<file path="src/rtl/csrb_pkg.sv">
// Shared constants and carrier types for the core special register bank
package csrb_pkg;

  // Location and field widths
  localparam int LOC_W  = 6;
  localparam int BANK_W = 2;
  localparam int PC_W   = 10;
  localparam int DATA_W = 8;

  // Special register locations, present in every bank
  localparam logic [LOC_W-1:0] LOC_INDIRECT    = 6'h00;
  localparam logic [LOC_W-1:0] LOC_TIMER0      = 6'h01;
  localparam logic [LOC_W-1:0] LOC_PC_LOW      = 6'h02;
  localparam logic [LOC_W-1:0] LOC_STATUS      = 6'h03;
  localparam logic [LOC_W-1:0] LOC_FILE_SELECT = 6'h04;
  localparam logic [LOC_W-1:0] LOC_FIRST_PORT  = 6'h05;
  localparam logic [LOC_W-1:0] LOC_PC_HIGH_BUF = 6'h0A;
  localparam logic [LOC_W-1:0] LOC_SFR_LIMIT   = 6'h10;

  // Status field positions
  localparam int ST_CARRY      = 0;
  localparam int ST_HALF_CARRY = 1;
  localparam int ST_ZERO       = 2;
  localparam int ST_POWER_DOWN = 3;
  localparam int ST_TIMEOUT    = 4;
  localparam int ST_SPARE_LO   = 5;
  localparam int ST_SPARE_HI   = 7;

  // File select pointer fields
  localparam int FS_BANK_HI = 7;
  localparam int FS_BANK_LO = 6;
  localparam int FS_LOC_HI  = 5;

  // Reset values and other fixed constants
  localparam logic [DATA_W-1:0] RST_STATUS      = 8'h18;
  localparam logic [DATA_W-1:0] RST_FILE_SELECT = 8'h00;
  localparam logic [PC_W-1:0]   RST_PC          = 10'h000;
  localparam logic [1:0]        RST_PC_HIGH     = 2'h0;
  localparam logic [DATA_W-1:0] RST_TIMER0      = 8'h00;
  localparam logic [DATA_W-1:0] RST_PORT_LATCH  = 8'h00;
  localparam logic [DATA_W-1:0] READ_ZERO       = 8'h00;
  localparam logic [BANK_W-1:0] BANK_ZERO       = 2'h0;
  localparam logic [PC_W-1:0]   PC_STEP         = 10'h001;
  localparam logic [DATA_W-1:0] TIMER_STEP      = 8'h01;
  localparam logic [DATA_W-1:0] TIMER_MAX       = 8'hFF;

  // Program counter operations reported by the instruction sequencer
  typedef enum logic [2:0] {
    CSRB_PC_SEQUENTIAL,
    CSRB_PC_SHORT_JUMP,
    CSRB_PC_SHORT_CALL,
    CSRB_PC_LONG_JUMP,
    CSRB_PC_LONG_CALL
  } csrb_pc_op_t;

  // Data-memory access from an instruction
  typedef struct packed {
    logic              valid;
    logic              write;
    logic [LOC_W-1:0]  loc;
    logic [DATA_W-1:0] wdata;
  } csrb_access_t;

  // Retired instruction with its program counter effect
  typedef struct packed {
    logic            valid;
    csrb_pc_op_t     op;
    logic [PC_W-1:0] target;
  } csrb_pc_cmd_t;

  // Arithmetic flag update
  typedef struct packed {
    logic valid;
    logic carry;
    logic half_carry;
    logic zero;
  } csrb_alu_flags_t;

  // Forwarded general purpose memory access
  typedef struct packed {
    logic              valid;
    logic              write;
    logic [BANK_W-1:0] bank;
    logic [LOC_W-1:0]  loc;
    logic [DATA_W-1:0] wdata;
  } csrb_mem_req_t;

endpackage

</file>
<file path="src/rtl/csrb_core_special_register_bank.sv">
// Core special register group: indirect port, timer0 window, program counter, status, pointer, first port
`timescale 1ns/10ps
module csrb_core_special_register_bank (
  input  wire logic                          clk,
  input  wire logic                          reset_n,
  input  wire csrb_pkg::csrb_access_t        access,
  output      logic                          rd_valid,
  output      logic [csrb_pkg::DATA_W-1:0]   rd_data,
  output      csrb_pkg::csrb_mem_req_t       mem_req,
  input  wire logic [csrb_pkg::DATA_W-1:0]   mem_rdata,
  input  wire csrb_pkg::csrb_pc_cmd_t        pc_cmd,
  output      logic [csrb_pkg::PC_W-1:0]     pc,
  output      logic                          stack_push,
  output      logic [csrb_pkg::PC_W-1:0]     stack_push_addr,
  input  wire csrb_pkg::csrb_alu_flags_t     alu_flags,
  input  wire logic                          sleep_exec,
  input  wire logic                          watchdog_clear,
  input  wire logic                          watchdog_timeout,
  output      logic [csrb_pkg::DATA_W-1:0]   core_status_flags,
  output      logic [csrb_pkg::DATA_W-1:0]   file_select_pointer,
  input  wire logic                          instruction_clock_rate,
  input  wire logic                          timer0_mode_select,
  input  wire logic                          timer0_ext_source_cfg,
  input  wire logic                          timer0_ext_clock_pin,
  input  wire logic                          low_osc_clock_pin,
  output      logic [csrb_pkg::DATA_W-1:0]   timer0_count,
  output      logic                          timer0_overflow,
  input  wire logic [csrb_pkg::DATA_W-1:0]   first_port_pins,
  input  wire logic [csrb_pkg::DATA_W-1:0]   first_port_dir_input,
  input  wire logic                          port_read_source_option,
  output      logic [csrb_pkg::DATA_W-1:0]   first_port_latch
);
  import csrb_pkg::*;

  // True for a location in the special register window
  function automatic logic is_sfr(input logic [LOC_W-1:0] loc);
    return loc < LOC_SFR_LIMIT;
  endfunction

  // Next sequential program address
  function automatic logic [PC_W-1:0] pc_next(input logic [PC_W-1:0] cur);
    return cur + PC_STEP;
  endfunction

  logic [1:0]        pc_high_buffer;
  logic [LOC_W-1:0]  eff_loc;
  logic [BANK_W-1:0] eff_bank;
  logic              wr_sfr;
  logic              s1_valid;
  logic              s1_sfr;
  logic [LOC_W-1:0]  s1_loc;
  logic [DATA_W-1:0] port_read;
  logic [1:0]        clk_sync1;
  logic [1:0]        clk_sync2;
  logic [1:0]        clk_prev;
  logic              timer_tick;
  logic [DATA_W-1:0] port_sync1;
  logic [DATA_W-1:0] port_sync2;

  // Resolve the addressed location; the indirect port redirects through the pointer
  always_comb begin
    if (access.loc == LOC_INDIRECT) begin
      eff_loc = file_select_pointer[FS_LOC_HI:0];
    end else begin
      eff_loc = access.loc;
    end
    eff_bank = file_select_pointer[FS_BANK_HI:FS_BANK_LO];
    wr_sfr   = access.valid && access.write && is_sfr(eff_loc);
  end

  // Stage one: remember what a read asked for, forward memory traffic
  always_ff @(posedge clk) begin
    if (!reset_n) begin
      s1_valid <= 1'b0;
      s1_sfr   <= 1'b0;
      s1_loc   <= LOC_INDIRECT;
      mem_req  <= '0;
    end else begin
      s1_valid      <= access.valid && !access.write;
      s1_sfr        <= is_sfr(eff_loc);
      s1_loc        <= eff_loc;
      // Special locations never leave the block, whatever the bank
      mem_req.valid <= access.valid && !is_sfr(eff_loc);
      mem_req.write <= access.write;
      mem_req.bank  <= eff_bank;
      mem_req.loc   <= eff_loc;
      mem_req.wdata <= access.wdata;
    end
  end

  // First port read source per bit
  always_comb begin
    for (int i = 0; i < DATA_W; i++) begin
      if (first_port_dir_input[i] || !port_read_source_option) begin
        port_read[i] = port_sync2[i];
      end else begin
        port_read[i] = first_port_latch[i];
      end
    end
  end

  // Stage two: read answer; values are sampled now so the timer is live
  always_ff @(posedge clk) begin
    if (!reset_n) begin
      rd_valid <= 1'b0;
      rd_data  <= READ_ZERO;
    end else begin
      rd_valid <= s1_valid;
      if (!s1_sfr) begin
        rd_data <= mem_rdata;
      end else begin
        unique case (s1_loc)
          LOC_TIMER0:      rd_data <= timer0_count;
          LOC_PC_LOW:      rd_data <= pc[DATA_W-1:0];
          LOC_STATUS:      rd_data <= core_status_flags;
          LOC_FILE_SELECT: rd_data <= file_select_pointer;
          LOC_FIRST_PORT:  rd_data <= port_read;
          LOC_PC_HIGH_BUF: rd_data <= {6'h00, pc_high_buffer};
          // Indirect-to-indirect and the other special slots read as zero
          default:         rd_data <= READ_ZERO;
        endcase
      end
    end
  end

  // Pin inputs pass two flip-flops before anything looks at them
  always_ff @(posedge clk) begin
    if (!reset_n) begin
      port_sync1 <= RST_PORT_LATCH;
      port_sync2 <= RST_PORT_LATCH;
      clk_sync1  <= 2'h0;
      clk_sync2  <= 2'h0;
      clk_prev   <= 2'h0;
    end else begin
      port_sync1 <= first_port_pins;
      port_sync2 <= port_sync1;
      // Bit 1 low oscillator pin, bit 0 external timer pin
      clk_sync1  <= {low_osc_clock_pin, timer0_ext_clock_pin};
      clk_sync2  <= clk_sync1;
      clk_prev   <= clk_sync2;
    end
  end

  // Timer0 source: instruction clock, or a rising edge of the chosen slow pin
  always_comb begin
    if (!timer0_mode_select) begin
      timer_tick = instruction_clock_rate;
    end else if (timer0_ext_source_cfg) begin
      timer_tick = clk_sync2[1] && !clk_prev[1];
    end else begin
      timer_tick = clk_sync2[0] && !clk_prev[0];
    end
  end

  // Timer0 count; a software write beats a tick in the same cycle
  always_ff @(posedge clk) begin
    if (!reset_n) begin
      timer0_count    <= RST_TIMER0;
      timer0_overflow <= 1'b0;
    end else begin
      timer0_overflow <= 1'b0;
      if (wr_sfr && eff_loc == LOC_TIMER0) begin
        timer0_count <= access.wdata;
      end else if (timer_tick) begin
        timer0_count    <= timer0_count + TIMER_STEP;
        timer0_overflow <= timer0_count == TIMER_MAX;
      end
    end
  end

  // High buffer feeds the upper counter bits on low-byte writes and short calls, bit 9 only on short jumps; long jumps and calls use the target
  always_ff @(posedge clk) begin
    if (!reset_n) begin
      pc_high_buffer <= RST_PC_HIGH;
    end else if (wr_sfr && eff_loc == LOC_PC_HIGH_BUF) begin
      pc_high_buffer <= access.wdata[1:0];
    end
  end

  // Program counter; a low-byte write is itself the retiring instruction, so it wins
  always_ff @(posedge clk) begin
    if (!reset_n) begin
      pc              <= RST_PC;
      stack_push      <= 1'b0;
      stack_push_addr <= RST_PC;
    end else begin
      stack_push <= 1'b0;
      if (wr_sfr && eff_loc == LOC_PC_LOW) begin
        pc <= {pc_high_buffer, access.wdata};
      end else if (pc_cmd.valid) begin
        unique case (pc_cmd.op)
          CSRB_PC_SEQUENTIAL: pc <= pc_next(pc);
          CSRB_PC_SHORT_JUMP: pc <= {pc_high_buffer[1], pc_cmd.target[8:0]};
          CSRB_PC_SHORT_CALL: begin
            pc              <= {pc_high_buffer, pc_cmd.target[7:0]};
            stack_push      <= 1'b1;
            stack_push_addr <= pc_next(pc);
          end
          CSRB_PC_LONG_JUMP:  pc <= pc_cmd.target;
          CSRB_PC_LONG_CALL: begin
            pc              <= pc_cmd.target;
            stack_push      <= 1'b1;
            stack_push_addr <= pc_next(pc);
          end
          // Illegal op codes leave the counter alone
          default:            pc <= pc;
        endcase
      end
    end
  end

  // Status: software write first, then hardware events override their fields
  always_ff @(posedge clk) begin
    if (!reset_n) begin
      core_status_flags <= RST_STATUS;
    end else begin
      if (wr_sfr && eff_loc == LOC_STATUS) begin
        core_status_flags <= access.wdata;
      end
      if (alu_flags.valid) begin
        core_status_flags[ST_CARRY]      <= alu_flags.carry;
        core_status_flags[ST_HALF_CARRY] <= alu_flags.half_carry;
        core_status_flags[ST_ZERO]       <= alu_flags.zero;
      end
      // The watchdog clear sets both flags and beats sleep or timeout in the same cycle
      if (watchdog_clear) begin
        core_status_flags[ST_POWER_DOWN] <= 1'b1;
        core_status_flags[ST_TIMEOUT]    <= 1'b1;
      end else if (sleep_exec) begin
        core_status_flags[ST_POWER_DOWN] <= 1'b0;
        core_status_flags[ST_TIMEOUT]    <= 1'b1;
      end else if (watchdog_timeout) begin
        core_status_flags[ST_TIMEOUT]    <= 1'b0;
      end
    end
  end

  // Pointer and first port latch
  always_ff @(posedge clk) begin
    if (!reset_n) begin
      file_select_pointer <= RST_FILE_SELECT;
      first_port_latch    <= RST_PORT_LATCH;
    end else begin
      if (wr_sfr && eff_loc == LOC_FILE_SELECT) begin
        file_select_pointer <= access.wdata;
      end
      if (wr_sfr && eff_loc == LOC_FIRST_PORT) begin
        first_port_latch <= access.wdata;
      end
    end
  end

  // Checks on the logic above
  a_indirect_redirect: assert property (@(posedge clk) disable iff (!reset_n)
    access.valid && access.loc == LOC_INDIRECT && !is_sfr(file_select_pointer[FS_LOC_HI:0])
    |=> mem_req.valid && mem_req.loc == $past(file_select_pointer[FS_LOC_HI:0]))
    else $error("indirect access not redirected through pointer");
  a_sfr_alias_local: assert property (@(posedge clk) disable iff (!reset_n)
    access.valid && is_sfr(eff_loc) |=> !mem_req.valid)
    else $error("special location leaked to memory");
  a_timer_live_read: assert property (@(posedge clk) disable iff (!reset_n)
    s1_valid && s1_sfr && s1_loc == LOC_TIMER0 |=> rd_valid && rd_data == $past(timer0_count))
    else $error("timer read not live");
  a_timer_write_now: assert property (@(posedge clk) disable iff (!reset_n)
    wr_sfr && eff_loc == LOC_TIMER0 |=> timer0_count == $past(access.wdata))
    else $error("timer write not applied");
  a_pc_step_one: assert property (@(posedge clk) disable iff (!reset_n)
    pc_cmd.valid && pc_cmd.op == CSRB_PC_SEQUENTIAL && !wr_sfr |=> pc == $past(pc) + PC_STEP)
    else $error("counter did not advance by one");
  a_short_jump_load: assert property (@(posedge clk) disable iff (!reset_n)
    pc_cmd.valid && pc_cmd.op == CSRB_PC_SHORT_JUMP && !wr_sfr
    |=> pc == {$past(pc_high_buffer[1]), $past(pc_cmd.target[8:0])})
    else $error("short jump target wrong");
  a_short_call_push: assert property (@(posedge clk) disable iff (!reset_n)
    pc_cmd.valid && pc_cmd.op == CSRB_PC_SHORT_CALL && !wr_sfr
    |=> stack_push && stack_push_addr == $past(pc) + PC_STEP
        && pc == {$past(pc_high_buffer), $past(pc_cmd.target[7:0])})
    else $error("short call wrong");
  a_long_jump_load: assert property (@(posedge clk) disable iff (!reset_n)
    pc_cmd.valid && pc_cmd.op == CSRB_PC_LONG_JUMP && !wr_sfr |=> pc == $past(pc_cmd.target) && !stack_push)
    else $error("long jump wrong");
  a_long_call_push: assert property (@(posedge clk) disable iff (!reset_n)
    pc_cmd.valid && pc_cmd.op == CSRB_PC_LONG_CALL && !wr_sfr
    |=> stack_push && pc == $past(pc_cmd.target) && stack_push_addr == $past(pc) + PC_STEP)
    else $error("long call wrong");
  a_alu_flag_copy: assert property (@(posedge clk) disable iff (!reset_n)
    alu_flags.valid |=> core_status_flags[ST_CARRY] == $past(alu_flags.carry)
      && core_status_flags[ST_HALF_CARRY] == $past(alu_flags.half_carry)
      && core_status_flags[ST_ZERO] == $past(alu_flags.zero))
    else $error("arithmetic flags not updated");
  a_sleep_flags: assert property (@(posedge clk) disable iff (!reset_n)
    sleep_exec && !watchdog_clear |=> !core_status_flags[ST_POWER_DOWN] && core_status_flags[ST_TIMEOUT])
    else $error("sleep flags wrong");
  a_timeout_clear: assert property (@(posedge clk) disable iff (!reset_n)
    watchdog_timeout && !watchdog_clear && !sleep_exec |=> !core_status_flags[ST_TIMEOUT])
    else $error("timeout flag not cleared");
  a_pc_low_write: assert property (@(posedge clk) disable iff (!reset_n)
    wr_sfr && eff_loc == LOC_PC_LOW |=> pc == {$past(pc_high_buffer), $past(access.wdata)})
    else $error("computed jump wrong");
  a_port_latch_write: assert property (@(posedge clk) disable iff (!reset_n)
    wr_sfr && eff_loc == LOC_FIRST_PORT |=> first_port_latch == $past(access.wdata))
    else $error("port latch not written");

  // Checks on forwarding, counter holding, status fields and read paths
  a_bank_forward: assert property (@(posedge clk) disable iff (!reset_n)
    access.valid && !is_sfr(eff_loc)
    |=> mem_req.valid && mem_req.write == $past(access.write) && mem_req.wdata == $past(access.wdata)
        && mem_req.bank == $past(file_select_pointer[FS_BANK_HI:FS_BANK_LO]))
    else $error("memory request fields wrong");
  a_direct_location: assert property (@(posedge clk) disable iff (!reset_n)
    access.valid && access.loc != LOC_INDIRECT && !is_sfr(access.loc) |=> mem_req.loc == $past(access.loc))
    else $error("direct location not taken from the opcode field");
  a_pointer_write: assert property (@(posedge clk) disable iff (!reset_n)
    wr_sfr && eff_loc == LOC_FILE_SELECT |=> file_select_pointer == $past(access.wdata))
    else $error("pointer not written");
  a_buffer_low_bits: assert property (@(posedge clk) disable iff (!reset_n)
    wr_sfr && eff_loc == LOC_PC_HIGH_BUF |=> pc_high_buffer == $past(access.wdata[1:0]))
    else $error("high buffer not written");
  a_pc_hold_idle: assert property (@(posedge clk) disable iff (!reset_n)
    !pc_cmd.valid && !(wr_sfr && eff_loc == LOC_PC_LOW) |=> pc == $past(pc))
    else $error("counter moved without an instruction");
  a_jump_no_push: assert property (@(posedge clk) disable iff (!reset_n)
    pc_cmd.valid && (pc_cmd.op == CSRB_PC_SEQUENTIAL || pc_cmd.op == CSRB_PC_SHORT_JUMP
      || pc_cmd.op == CSRB_PC_LONG_JUMP) |=> !stack_push)
    else $error("stack push without a call");
  a_spare_bits_hold: assert property (@(posedge clk) disable iff (!reset_n)
    !(wr_sfr && eff_loc == LOC_STATUS)
    |=> core_status_flags[ST_SPARE_HI:ST_SPARE_LO] == $past(core_status_flags[ST_SPARE_HI:ST_SPARE_LO]))
    else $error("spare status bits changed by hardware");
  a_clear_sets_flags: assert property (@(posedge clk) disable iff (!reset_n)
    watchdog_clear |=> core_status_flags[ST_POWER_DOWN] && core_status_flags[ST_TIMEOUT])
    else $error("watchdog clear did not set reset-cause flags");
  a_port_pin_read: assert property (@(posedge clk) disable iff (!reset_n)
    s1_valid && s1_sfr && s1_loc == LOC_FIRST_PORT && !port_read_source_option
    |=> rd_data == $past(port_sync2))
    else $error("port read did not return pin levels");
  a_timer_tick_step: assert property (@(posedge clk) disable iff (!reset_n)
    timer_tick && !(wr_sfr && eff_loc == LOC_TIMER0) |=> timer0_count == $past(timer0_count) + TIMER_STEP)
    else $error("timer did not count a tick");
  a_timer_hold_idle: assert property (@(posedge clk) disable iff (!reset_n)
    !timer_tick && !(wr_sfr && eff_loc == LOC_TIMER0) |=> $stable(timer0_count))
    else $error("timer moved without a tick");
  a_timer_wrap_flag: assert property (@(posedge clk) disable iff (!reset_n)
    timer_tick && !(wr_sfr && eff_loc == LOC_TIMER0) && timer0_count == TIMER_MAX |=> timer0_overflow)
    else $error("timer wrap not flagged");
  a_read_latency: assert property (@(posedge clk) disable iff (!reset_n)
    access.valid && !access.write |-> ##2 rd_valid)
    else $error("read answer not two cycles later");
  a_memory_read_back: assert property (@(posedge clk) disable iff (!reset_n)
    s1_valid && !s1_sfr |=> rd_data == $past(mem_rdata))
    else $error("memory read data not returned");
  a_pc_low_read: assert property (@(posedge clk) disable iff (!reset_n)
    s1_valid && s1_sfr && s1_loc == LOC_PC_LOW |=> rd_data == $past(pc[DATA_W-1:0]))
    else $error("low byte read wrong");

endmodule

</file>
<file path="config.mk">
export PLATFORM = sky130hd
export DESIGN_NAME = csrb_core_special_register_bank
export DESIGN_NICKNAME = d
export VERILOG_FILES = /design/src/rtl/csrb_pkg.sv /design/src/rtl/csrb_core_special_register_bank.sv
export SDC_FILE = /design/constraint.sdc
export NUM_CORES = 1
export LEC_CHECK = 0
export BUFFER_PORTS_ARGS = -buffer_cell sky130_fd_sc_hd__buf_2
export CAP_MARGIN = 0
export CORE_MARGIN = 1.5
export CORE_UTILIZATION = 51
export DETAILED_ROUTE_END_ITERATION = 7
export GPL_ROUTABILITY_DRIVEN = 0
export PLACE_DENSITY = 0.81
export SYNTH_ARGS = -nofsm -noshare
export SYNTH_HDL_FRONTEND = slang
export SYNTH_SLANG_ARGS = --single-unit
</file>
<file path="constraint.sdc">
create_clock -name clk -period 2.8 [get_ports clk]
set_input_delay 0.56 -clock clk [delete_from_list [all_inputs] [get_ports clk]]
set_output_delay 0.56 -clock clk [all_outputs]
set_load 0.005 [all_outputs]
</file>
==> reports/results.ini <==
[critical_path]
endpoint_kind=flop
reg2reg_depth=5
required_ns=3.06
path_buf_inv=1
start_kind=primary input
crit_family=compound AO/OA/AOI/OAI gates
crit_path_top_delay_cell=or4_4
r2r_slack_ns=0.87
crit_chain=buf_2 > or4_4 > o2111a_1 > a31oi_4 > nor2_1 > a211oi_1
path_class=primary input to flop
worstReg2RegStart=file_select_pointer[2]
reg2reg_to=stack_push_addr[0]
crit_arrival_ns=2.41
cpPeakStageDelay_ns=0.57
cp_max_fo=21

[final_layout]
syn_to_final_growth_pct=21.3
antenna_cells=0
mostFrequentLayoutCells=buf_2, dfxtp_1, nand2_1, o21ai_0, nor2_1
layout_commonest_cell=buf_2
drive_gt1_share_pct=28.7
instances_no_fill=818
final_nets=755

[worst_hold_path]
hold_path_class=primary input to flop
min-delay-start=timer0_ext_clock_pin
worst_hold_path.endpoint=clk_sync1[0]
whs_path_depth=2

[logic_synthesis]
ys_types=66
synth_nets=621
yosysTopAreaCellShare_pct=44.1
synth_compound_area_share_pct=20.3
synthArstFlopShare_pct=0
synth-simple-area-share_pct=20.9
synth_top_family_by_area=simple AND/OR/NAND/NOR gates
synth-edff-count=0
syn_avg_cell_area_um2=8.83
synth_fa_ha_area_share_pct=0.515
netlist_top_cells_area=dfxtp_1, mux2i_1, o21ai_0
ys_seq_elements=107
syn_area_um2=4860
ys_seq_area_share_pct=44.1
syn_inst=550
muxShareOfSynthArea_pct=7.06
yosys.area.top_type=dfxtp_1
synthXorXnorAreaFrac_pct=2.70
synthFlopType=dfxtp_1
ys_warn_count=0

[clocking]
cts_tree=done
insertion_delay_ns=0.37
cts_buffer_depth=2
cts_resized=0
clk_pin_slew_ns=0.10
clock-sinks=107
cts_root_buf=clkbuf_8
cts_hold_buf=0
cts_buffers=9
cts_max_level=3
postCtsSetupBuffers=0

[global_routing]
grt_util_all_layers_pct=26.1
gr-total-overflow=0
antenna_found_initial=2
grt_pass1_wl_um=20700
grt_max_degree=51
first_global_vias=4239

[sta]
drv_slew=0
rsz0062_at_grt=no
finClkSkew_ns=0.0157
hold_violations=0
fin_crit_ns=2.15
worst_pin_slew_ns=0.809
fmax_mhz=465
setup_viol=0
setup-tns-final_ns=0
maxSlewHeadroom_pct=46.0
fin_crit_sh_pct=76.8

[floorplanning]
ios=150
die_w_um=101
dieArea_um2=10100
fp.dieH_um=101
rows=35
initial_core_util_pct=52.6
coreArea_um2=9240

[status]
status=complete, no violations

[routing]
vias=4568
via_per_inst=5.58
wl_per_cell_um=16.1
wl_um=13200
drt_iter0_drc=266
route.detailed.drc=0
antenna_left=0
drtPass1Iterations=5

[power]
vdd_drop_max_mv=0.344
cellPowerDensity_nw_per_um2=514
p_total_w=0.00303
p_leak_nw=2.52

[place]
placedCellCount=802
hpwl_um=10100
portBuffers=149

[run]
max_cap_viol_count=0

cell usage after synthesis (6+ instances only):
cell,instances
dfxtp_1,107
nand2_1,61
o21ai_0,55
nor2_1,47
mux2i_1,32
a21oi_1,31
and2_1,30
clkbuf_1,21
inv_1,15
nand3_1,14
xnor2_1,10
nand2b_1,9
a211o_1,6
a211oi_2,6
nand3b_1,6
worst max path at each step:
stage                    from            endpoint  slack, ns  depth (start not counted)
floorplan           access[9]               pc[6]       0.65                          7
global placement    access[8]  stack_push_addr[7]       0.36                          6
detailed placement  access[8]  stack_push_addr[0]       0.27                          6
CTS                 access[8]  stack_push_addr[0]       0.64                          6
global route        access[8]  stack_push_addr[0]       0.53                          6
finish              access[8]  stack_push_addr[0]       0.65                          6
final cells by class:
type                       count  area [um^2]
clock buffer                  11          141
clock inverter                 5         85.1
fill                         795         3350
inverter                      15         56.3
multi-input combinational    394         2500
sequential                   107         2140
tap                          129          161
timing repair buffer         157          806
layer usage:
metal	track usage (%)	wire length (um)	share of wire, %	up-vias
met3	5.55	1120	8.5	35
li1	-	-	-	2201
met1	33.5	5440	41	2106
met4	11.5	366	2.8	2
met5	0	12	0.091	-
met2	42.5	6270	47	224
registers in the layout, summed over array words and instances (netlist names), 2 cells and up:
register and count:
mem_req 12, pc 10, stack_push_addr 10, core_status_flags 8
file_select_pointer 8, first_port_latch 8, port_sync1 8, port_sync2 8
rd_data 8, timer0_count 8, s1_loc 6, clk_prev 2
clk_sync1 2, clk_sync2 2, pc_high_buffer 2
cell families after synthesis:
logic type                 Yosys count
and+or+nand+nor                    198
AOI/OAI and AO/OA                  145
DFF                                107
buffers and inverters               49
muxes                               34
xor gates and xnor gates            15
adders and majority gates            2
power by group:
group          switching, W  internal, W
logic              0.000196     0.000154
registers         0.0000545      0.00158
clock network      0.000511     0.000534
total              0.000761      0.00227
per-stage QoR:
step | area, um^2 | util (%) | setup WS [ns] | hold slack [ns]
final | 5890 | 63.8 | 0.650 | 0.393
after global routing | 5890 | 63.8 | 0.528 | 0.374
after CTS | 5890 | 63.8 | 0.638 | 0.381
after detailed placement | 5670 | 61.3 | 0.271 | 0.417
after global placement | 5670 | 61.3 | 0.364 | 0.413
after floorplan | 4860 | - | 0.652 | 0.412
Note: power is estimated with default switching activity, not from simulation.
